`src/rtl/rchop_pkg.sv`:
```
package rchop_pkg;

    // ------------------------------------------------------------------
    // register map
    // ------------------------------------------------------------------
    localparam logic [7:0] AUX_CTRL3_ADDR  = 8'hef;   // auxiliary_control_3
    localparam logic [7:0] TRIM_CFG_ADDR   = 8'hf6;   // osc_trim_config
    localparam logic [7:0] AUX_CTRL3_RESET = 8'h00;
    localparam logic [7:0] AUX_CTRL3_WR_MASK = 8'h7f; // bit 7 reserved, always stores zero
    localparam logic [6:0] TRIM_RESET      = 7'h40;   // mid-range trim after reset
    localparam int         HOP_EN_BIT      = 1;
    localparam int         HOP_SEL_BIT     = 0;
    localparam int         RATE_LSB        = 3;
    localparam int         RATE_MSB        = 6;
    localparam int         TRIM_MSB        = 6;

    // ------------------------------------------------------------------
    // trim range and timing
    // ------------------------------------------------------------------
    localparam logic [7:0] TRIM_MAX        = 8'h7f;
    localparam logic [7:0] TRIM_MIN        = 8'h00;
    localparam int         STEP_NS         = 10000;   // 10 us hop step
    localparam int         CLK_PERIOD_NS   = 5;       // mclk at 200 MHz
    localparam int         STEP_CYCLES     = STEP_NS / CLK_PERIOD_NS;
    localparam int         STEP_CNT_W      = 12;
    localparam int         STEP_W          = 3;       // eight steps per pattern
    localparam int         STEP_DIR_BIT    = 2;       // step bit that selects the falling half

endpackage : rchop_pkg

```
`src/rtl/rchop_ctrl.sv`:
```
`timescale 1ns/10ps
// Operation
// - hop disabled: trim output equals configured trim, no offset
// - hop enabled: trim varies around base per selected pattern
// - pattern 0 offsets +0,+1,+2,+3,+0,-1,-2,-3 repeating
// - pattern 1 offsets +0,+2,+4,+6,+0,-2,-4,-6 repeating
// - advance one step every 10 us, wrapping last to first
// - trim is 7 bits, 00h lowest, 7Fh highest frequency
module rchop_ctrl (
    input  wire logic       mclk,
    input  wire logic       rst_n,
    input  wire logic [7:0] reg_addr,
    input  wire logic [7:0] reg_wdata,
    input  wire logic       reg_wr,
    input  wire logic       reg_rd,
    output logic      [7:0] reg_rdata,
    output logic      [6:0] osc_trim_value,
    output logic      [3:0] timer3_rate_select
);

    // ------------------------------------------------------------------
    // registers
    // ------------------------------------------------------------------
    logic [7:0]                   auxctl_q;     // auxiliary_control_3
    logic [6:0]                   trim_cfg_q;
    logic [7:0]                   rdata_q;
    logic [7:0]                   rdata_d;
    logic [rchop_pkg::STEP_W-1:0] step_q;
    logic [rchop_pkg::STEP_W-1:0] step_d;
    logic [6:0]                   trim_q;
    logic [6:0]                   trim_d;

    wire        wr_auxctl;
    wire        wr_trim;
    wire        hop_enable;
    wire        hop_pattern_select;
    wire        step_tick;
    wire [2:0]  mag;
    wire        neg;
    wire [3:0]  offset_mag;
    wire [7:0]  base_ext;
    wire [7:0]  up_sum;
    wire [7:0]  hop_trim;

    // ------------------------------------------------------------------
    // register decode
    // ------------------------------------------------------------------
    assign wr_auxctl          = reg_wr && (reg_addr == rchop_pkg::AUX_CTRL3_ADDR);
    assign wr_trim            = reg_wr && (reg_addr == rchop_pkg::TRIM_CFG_ADDR);
    assign hop_enable         = auxctl_q[rchop_pkg::HOP_EN_BIT];
    assign hop_pattern_select = auxctl_q[rchop_pkg::HOP_SEL_BIT];
    assign timer3_rate_select = auxctl_q[rchop_pkg::RATE_MSB:rchop_pkg::RATE_LSB];

    // read mux, unmapped and reserved bits read zero
    assign rdata_d = !reg_rd ? 8'h00 :
                     (reg_addr == rchop_pkg::AUX_CTRL3_ADDR) ? auxctl_q :
                     (reg_addr == rchop_pkg::TRIM_CFG_ADDR) ? {1'b0, trim_cfg_q} :
                     8'h00;

    // register writes
    always_ff @(posedge mclk or negedge rst_n) begin
        if (!rst_n) begin
            auxctl_q   <= rchop_pkg::AUX_CTRL3_RESET;
            trim_cfg_q <= rchop_pkg::TRIM_RESET;
            rdata_q    <= 8'h00;
        end else begin
            if (wr_auxctl) begin
                auxctl_q <= reg_wdata & rchop_pkg::AUX_CTRL3_WR_MASK;  // bit 7 reserved
            end
            if (wr_trim) begin
                trim_cfg_q <= reg_wdata[rchop_pkg::TRIM_MSB:0];
            end
            rdata_q <= rdata_d;
        end
    end

    assign reg_rdata = rdata_q;

    // ------------------------------------------------------------------
    // hop timebase
    // ------------------------------------------------------------------
    rchop_step_timer #(
        .STEP_CYCLES (rchop_pkg::STEP_CYCLES)
    ) u_timer (
        .mclk  (mclk),
        .rst_n (rst_n),
        .run   (hop_enable),
        .tick  (step_tick)
    );

    assign step_d = !hop_enable ? '0 :
                    (step_tick ? step_q + 1'b1 : step_q);  // wraps 7 to 0

    // ------------------------------------------------------------------
    // offset pattern: steps 0..3 rise, 4..7 fall, magnitude = low bits, doubled in pattern 1
    // ------------------------------------------------------------------
    // pattern table
    assign mag        = {1'b0, step_q[rchop_pkg::STEP_DIR_BIT-1:0]};
    assign neg        = step_q[rchop_pkg::STEP_DIR_BIT];
    assign offset_mag = hop_pattern_select ? {mag, 1'b0} : {1'b0, mag};

    assign base_ext = {1'b0, trim_cfg_q};
    assign up_sum   = base_ext + {4'h0, offset_mag};
    assign hop_trim = !neg ? ((up_sum > rchop_pkg::TRIM_MAX) ? rchop_pkg::TRIM_MAX : up_sum) :
                      ((base_ext < {4'h0, offset_mag}) ? rchop_pkg::TRIM_MIN :
                       base_ext - {4'h0, offset_mag});

    assign trim_d = hop_enable ? hop_trim[6:0] : trim_cfg_q;

    // trim output register
    always_ff @(posedge mclk or negedge rst_n) begin
        if (!rst_n) begin
            step_q <= '0;
            trim_q <= rchop_pkg::TRIM_RESET;
        end else begin
            step_q <= step_d;
            trim_q <= trim_d;
        end
    end

    assign osc_trim_value = trim_q;

endmodule : rchop_ctrl

```
`src/rtl/rchop_step_timer.sv`:
```
`timescale 1ns/10ps
// ----------------------------------------------------------------------
// step timebase: one-cycle tick every STEP_CYCLES while enabled
// ----------------------------------------------------------------------
module rchop_step_timer #(
    parameter int STEP_CYCLES = rchop_pkg::STEP_CYCLES
) (
    input  wire logic mclk,
    input  wire logic rst_n,
    input  wire logic run,
    output logic      tick
);

    localparam logic [rchop_pkg::STEP_CNT_W-1:0] LAST =
        rchop_pkg::STEP_CNT_W'(STEP_CYCLES - 1);

    logic [rchop_pkg::STEP_CNT_W-1:0] cnt_q;
    logic [rchop_pkg::STEP_CNT_W-1:0] cnt_d;
    wire                              at_end;

    assign at_end = (cnt_q == LAST);
    assign cnt_d  = !run ? '0 : (at_end ? '0 : cnt_q + 1'b1);

    // counter restarts whenever hopping stops
    always_ff @(posedge mclk or negedge rst_n) begin
        if (!rst_n) begin
            cnt_q <= '0;
        end else begin
            cnt_q <= cnt_d;
        end
    end

    assign tick = run && at_end;

endmodule : rchop_step_timer

```
`config.mk`:
```
export PLATFORM = sky130hd
export DESIGN_NAME = rchop_ctrl
export DESIGN_NICKNAME = d
export VERILOG_FILES = /design/src/rtl/rchop_pkg.sv /design/src/rtl/rchop_ctrl.sv /design/src/rtl/rchop_step_timer.sv
export SDC_FILE = /design/constraint.sdc
export NUM_CORES = 1
export LEC_CHECK = 0
export ABC_AREA = 1
export CAP_MARGIN = 20
export CORE_MARGIN = 4
export CORE_UTILIZATION = 55
export CTS_CLUSTER_DIAMETER = 30
export CTS_CLUSTER_SIZE = 10
export DETAILED_ROUTE_END_ITERATION = 10
export DONT_BUFFER_PORTS = 1
export PLACE_DENSITY = 0.78
export SLEW_MARGIN = 40
export SYNTH_ARGS = -nofsm -noshare
export SYNTH_HDL_FRONTEND = slang
export SYNTH_SLANG_ARGS = --single-unit
```
`constraint.sdc`:
```
create_clock -name mclk -period 2.6 [get_ports mclk]
set_clock_uncertainty 0.2 [all_clocks]
set_input_delay 0.13 -clock mclk [delete_from_list [all_inputs] [get_ports mclk]]
set_output_delay 0.13 -clock mclk [all_outputs]
set_load 0.01 [all_outputs]
```
# --- Word level (Yosys, flattened, before mapping) ---
# Index checks and enable logic that the tools add are counted.
totals:
  reg_bits: 43
  inputBits: 20
  output_inout_bits: 19
  wordCells: 31
classes:
  n_addsub: 4
  order_cmp: 2
  n_eq_ne: 4
  mux: 12
  n_reduce_logical: 3
op_table:
  columns: ["operator", "n"]
  rows:
  - ["$mux W7", 7]
  - ["$mux W12", 2]
  - ["$eq A8 B8 Y1 const B", 2]
  - ["$add A12 B1 Y12 const B", 1]
  - ["$eq A12 B11 Y1 const B", 1]
  - ["$mux W3", 3]
  - ["$add A7 B3 Y8", 1]
  - ["$gt A8 B7 Y1 const B", 1]
  - ["$lt A7 B3 Y1", 1]
  - ["$sub A7 B3 Y7", 1]
  - ["$add A3 B1 Y3 const B", 1]
  - ["$logic_and A1 B1 Y1", 3]
  - ["$ne A2 B1 Y1 const B", 1]

# --- Depth between registers and ports, before layout ---
logic_depth:
  depth_word: 6
  mapped_depth: 15
  mapped_depth_nobuf: 15

# --- Hierarchy ---
# From an unflattened synthesis, not the netlist that was laid out.
hier_totals:
  hier_cells: 330
  hier_area_um2: 2514.9
by_module_without_submodules:
  columns: ["mod", "n_inst", "cells_per_inst", "area_per_inst_um2", "seq_area_each_um2"]
  rows:
  - ["rchop_ctrl", 1, 251, 1873.0, 778.2]
  - ["rchop_step_timer", 1, 79, 641.9, 300.3]

# --- Least setup slack after synthesis ---
# OpenSTA, ideal clock, no wires.
synth_timing:
  path_type: "register -> register"
  from: "reg auxctl_q[0]"
  to: "reg trim_q[5] (netlist: osc_trim_value[5])"
  setup_ns: 0.117
  arrival_ns: 1.792
  t_required_ns: 2.283
  slack_ns: 0.492
  stages_incl_launch_ff: 11
  path_buffers: 0
  synth_period_minus_slack_ns: 2.108
  path_cell_list: "dfrtp_1 > o21ai_0 > ha_1 > nor2_1 > nand3_1 > nand2_2 > nand2_1 > nand3_1 > nand2_1 > nand2_1 > nand2_1"
synth_between:
  elab_chain_cells: 6
  elab_cells_between_ends: 9
  cone_classes: "2 x add/sub; 2 x order compare; 5 x mux"
synth_rtl:
  columns: ["item", "line", "source"]
  rows:
  - ["start, declared", "rchop_ctrl.sv:24", "logic [7:0] auxctl_q;"]
  - ["start signal, assigned", "rchop_ctrl.sv:63", "auxctl_q <= rchop_pkg::AUX_CTRL3_RESET;"]
  - ["start signal, assigned", "rchop_ctrl.sv:68", "auxctl_q <= reg_wdata & rchop_pkg::AUX_CTRL3_WR_MASK;"]
  - ["$mux W3 (*)", "rchop_ctrl.sv:100", "assign offset_mag = hop_pattern_select ? {mag, 1'b0} : {1'b0, mag};"]
  - ["$add A7 B3 Y8", "rchop_ctrl.sv:103", "assign up_sum = base_ext + {4'h0, offset_mag};"]
  - ["$gt A8 B7 Y1", "rchop_ctrl.sv:104", "assign hop_trim = !neg ? ((up_sum > rchop_pkg::TRIM_MAX) ? rchop_pkg::TRIM_MAX : up_sum) :"]
  - ["$mux W7", "rchop_ctrl.sv:104", null]
  - ["$mux W7 (*)", "rchop_ctrl.sv:104", null]
  - ["$mux W7 (*)", "rchop_ctrl.sv:108", "assign trim_d = hop_enable ? hop_trim[6:0] : trim_cfg_q;"]
  - ["named net trim_d[5]", "rchop_ctrl.sv:31", "logic [6:0] trim_d;"]
  - ["end signal, assigned", "rchop_ctrl.sv:114", "trim_q <= rchop_pkg::TRIM_RESET;"]
  - ["end signal, assigned", "rchop_ctrl.sv:117", "trim_q <= trim_d;"]
  - ["end, declared", "rchop_ctrl.sv:30", "logic [6:0] trim_q;"]
# The timed path passes the listed nets; every way through them passes the cells marked *.
# A chain may end at the register's enable or synchronous reset.

# --- Worst setup path in the final report ---
layout_timing:
  from: "reg auxctl_q[0]"
  to: "reg trim_q[3] (netlist: osc_trim_value[3])"
# Same word-level chain as after synthesis.

==> qor.txt <==
Die X-Extent -> 75.7 µm
Synth Instances -> 329
Endpoints failing hold -> 0
Register bit total from synthesis -> 43
Crit Reg-Reg Endpoint -> osc_trim_value[3]
First-pass GRT wire length -> 9990 µm
Critical path fanouts, max -> 6
GP Congestion -> 0.982
Hold-critical path depth -> 4
Core region area -> 4380 µm²
Final number of setup-violating endpoints -> 0
Least-Margin Pin Slew -> 0.659 ns
ANT cells -> 0
Leak pwr -> 1.33 nW
Worst-skew pair later-pin latency -> 0.30 ns
GRT overflow -> 0
Mapped Nets -> 359
Slowest Stage Delay on Critical Path -> 0.55 ns
Area grow syn2layout -> 16.5%
Post-synth EDFFs -> 0
Final HPWL DP -> 3780 µm
Most frequent cells in the layout -> nand2_1 (102), dfrtp_1 (41), nand3_1 (39)
Unique masters post-synth -> 30
Placed cell areas -> 2500 µm²
Initial core utilization -> 0.574
Worst R2R Path Depth -> 10
Core Rows -> 24
Initial drt markers -> 170
PwrDens -> 496 nW/µm²
Drt drc -> 0
Final Core Density -> 0.669
Ys async rst share -> 1.00
Pre-antenna DRT Iters -> 4
Post-Syn Area -> 2520 µm²
Final min period -> 2.35 ns
Clock-pin slew on the worst setup and hold paths -> 0.08 ns
Routed length per placed instance -> 13.6 µm
Die Y -> 75.7 µm
Die area -> 5720 µm²
Maximum Capacitance Violations -> 0
I/O pin cnt -> 39
H-tree Lvls -> 2
Unrepaired setup endpoints after global routing -> no
DRT antenna net count -> 0
Clock buffer depth -> 2
Register area share after synthesis -> 0.428
Synth warnings -> 0
Cell area after layout -> 2930 µm²
Top_reg_cell synth -> dfrtp_1
Top Family by Delay on Critical Path -> simple AND/OR/NAND/NOR gates
Worst Path Required -> 2.60 ns
Hold Path Sink -> reg_rdata[0]
Hold Startpoint -> reg_addr[4]
Vias in the first global route -> 2225
Via density -> 5.50
CP Buf/Inv Count -> 1
Largest net degree at the start of global routing -> 44
Top cell by count, worst path -> nand2_1
# Post-CTS Setup Buffers -> 0
CTS Buf Count -> 5
Pins Over Slew Limit -> 0
Element type at the critical path start -> flip-flop
Crit share post-route -> 0.903
Cts repair resizes -> 0
Root buf cell -> clkbuf_8
Setup TNS -> 0 ns
R2r setup slk -> 0.25 ns
Initial antenna violation count -> 0
Sink Count -> 43
Final Routed Wirelength -> 5530 µm
CP arrival -> 2.35 ns
Outcome -> finished clean
Via count -> 2242
Nets@finish -> 385
Slew headroom -> 0.561
Endpoint class of the critical path -> flip-flop
Maximum clock frequency -> 426 MHz
Most common cell after layout, fill and taps aside -> nand2_1
Reg2reg start -> auxctl_q[0]
Hold Buf Count CTS -> 31
Total global-route track usage -> 0.229
Worst path cell trace -> o21ai_0 > ha_1 > nor2_1 > nand2_1 > nand2_1 > nand2_1 > nand3_1 > nand3_1 > nand2_1 > inv_1
Average size of a mapped cell -> 7.65 µm²
Share of layout cells above drive strength 1 -> 0.0843
Slowest stage cell, crit path -> o21ai_0
Hold Path Class -> primary input to flip-flop
Peak supply drop -> 0.282 mV
Setup CP Type -> flip-flop to flip-flop
IO buf count -> 0
TritonCTS clock tree -> yes
==> cells by family (layout without fill, tap and decap cells) <==
group,Yosys count,in the layout,synth area share
buf+inv,46,73,0.0840
other cells,1,1,0.00149
compound gates,29,29,0.0656
xor+xnor,7,7,0.0244
simple gates,193,193,0.340
fa+ha+maj,10,10,0.0557
flops,43,43,0.428
==> metal layers <==
metal,global-route usage,vias to the layer above,part of all wire,wire [µm]
met5,0,-,0,0
met4,0.107,0,0.034,187
met3,0.0475,20,0.070,390
met2,0.349,91,0.45,2480
met1,0.314,1043,0.45,2470
li1,-,1088,-,-
==> metrics by stage <==
| step | instances | hold WS (ns) | total power, W | worst slack, ns |
|---|---|---|---|---|
| 2_1_floorplan | 329 | -0.366 | 0.000866 | 0.492 |
| 3_3_place_gp | 369 | -0.364 | 0.000886 | 0.305 |
| 3_5_place_dp | 369 | -0.364 | 0.000889 | 0.239 |
| 4_1_cts | 408 | 0.0133 | 0.00147 | 0.241 |
| 5_1_grt | 408 | 0.0566 | 0.00153 | 0.00539 |
| 6_report | 408 | 0.0279 | 0.00145 | 0.251 |
==> cell usage after synthesis, types with 3 or more instances <==
cell type	count	area [µm²]
a21oi_1	12	60.1
buf_2	4	20.0
buf_4	7	52.6
dfrtp_1	41	1030
ha_1	8	100
inv_1	30	113
inv_2	3	11.3
nand2_1	102	383
nand2_2	6	37.5
nand3_1	39	195
nand4_1	3	18.8
nor2_1	30	113
nor3_1	5	25.0
o21ai_0	11	55.1
o21ai_2	3	26.3
xor2_1	7	61.3
==> report_power, final <==
group          internal (W)  leakage [nW]  total [W]  switching [W]
Sequential         0.000698         0.537   0.000735      0.0000375
Clock              0.000287        0.0514   0.000525       0.000239
Combinational     0.0000784         0.737   0.000194       0.000115
Total               0.00106          1.33    0.00145       0.000391
==> registers in the layout, indices dropped and copies added (netlist names) <==
name            cells
reg_rdata           7
trim_cfg_q          7
osc_trim_value      7
u_timer.cnt_q      12
auxctl_q            7
step_q              3
==> final cells by class <==
class | instances | area, µm²
Fill cell | 349 | 1450
Multi-Input combinational cell | 240 | 1230
Sequential cell | 43 | 1080
Timing Repair Buffer | 32 | 328
Inverter | 33 | 124
Clock buffer | 6 | 72.6
Tap cell | 52 | 65.1
Clock inverter | 2 | 37.5
==> worst register-to-register path, delay by kind of cell, from the launching register on <==
family,cells,cell delay (ns)
flip-flops,1,0.44
buffers and inverters,1,0.04
adder cells (fa/ha/maj),1,0.38
AO/OA/AOI/OAI,1,0.55
AND/OR/NAND/NOR,7,0.65
==> how the worst max path moves through the flow <==
stage	start	to	slack [ns]	cells past startpoint
floorplan	auxctl_q[0]	osc_trim_value[5]	0.49	10
global placement	auxctl_q[0]	osc_trim_value[5]	0.30	10
detailed placement	auxctl_q[0]	osc_trim_value[5]	0.24	10
CTS	auxctl_q[0]	osc_trim_value[5]	0.24	10
global route	auxctl_q[0]	osc_trim_value[3]	0.005	11
finish	auxctl_q[0]	osc_trim_value[3]	0.25	10
Power figures use the tool's default switching activity.
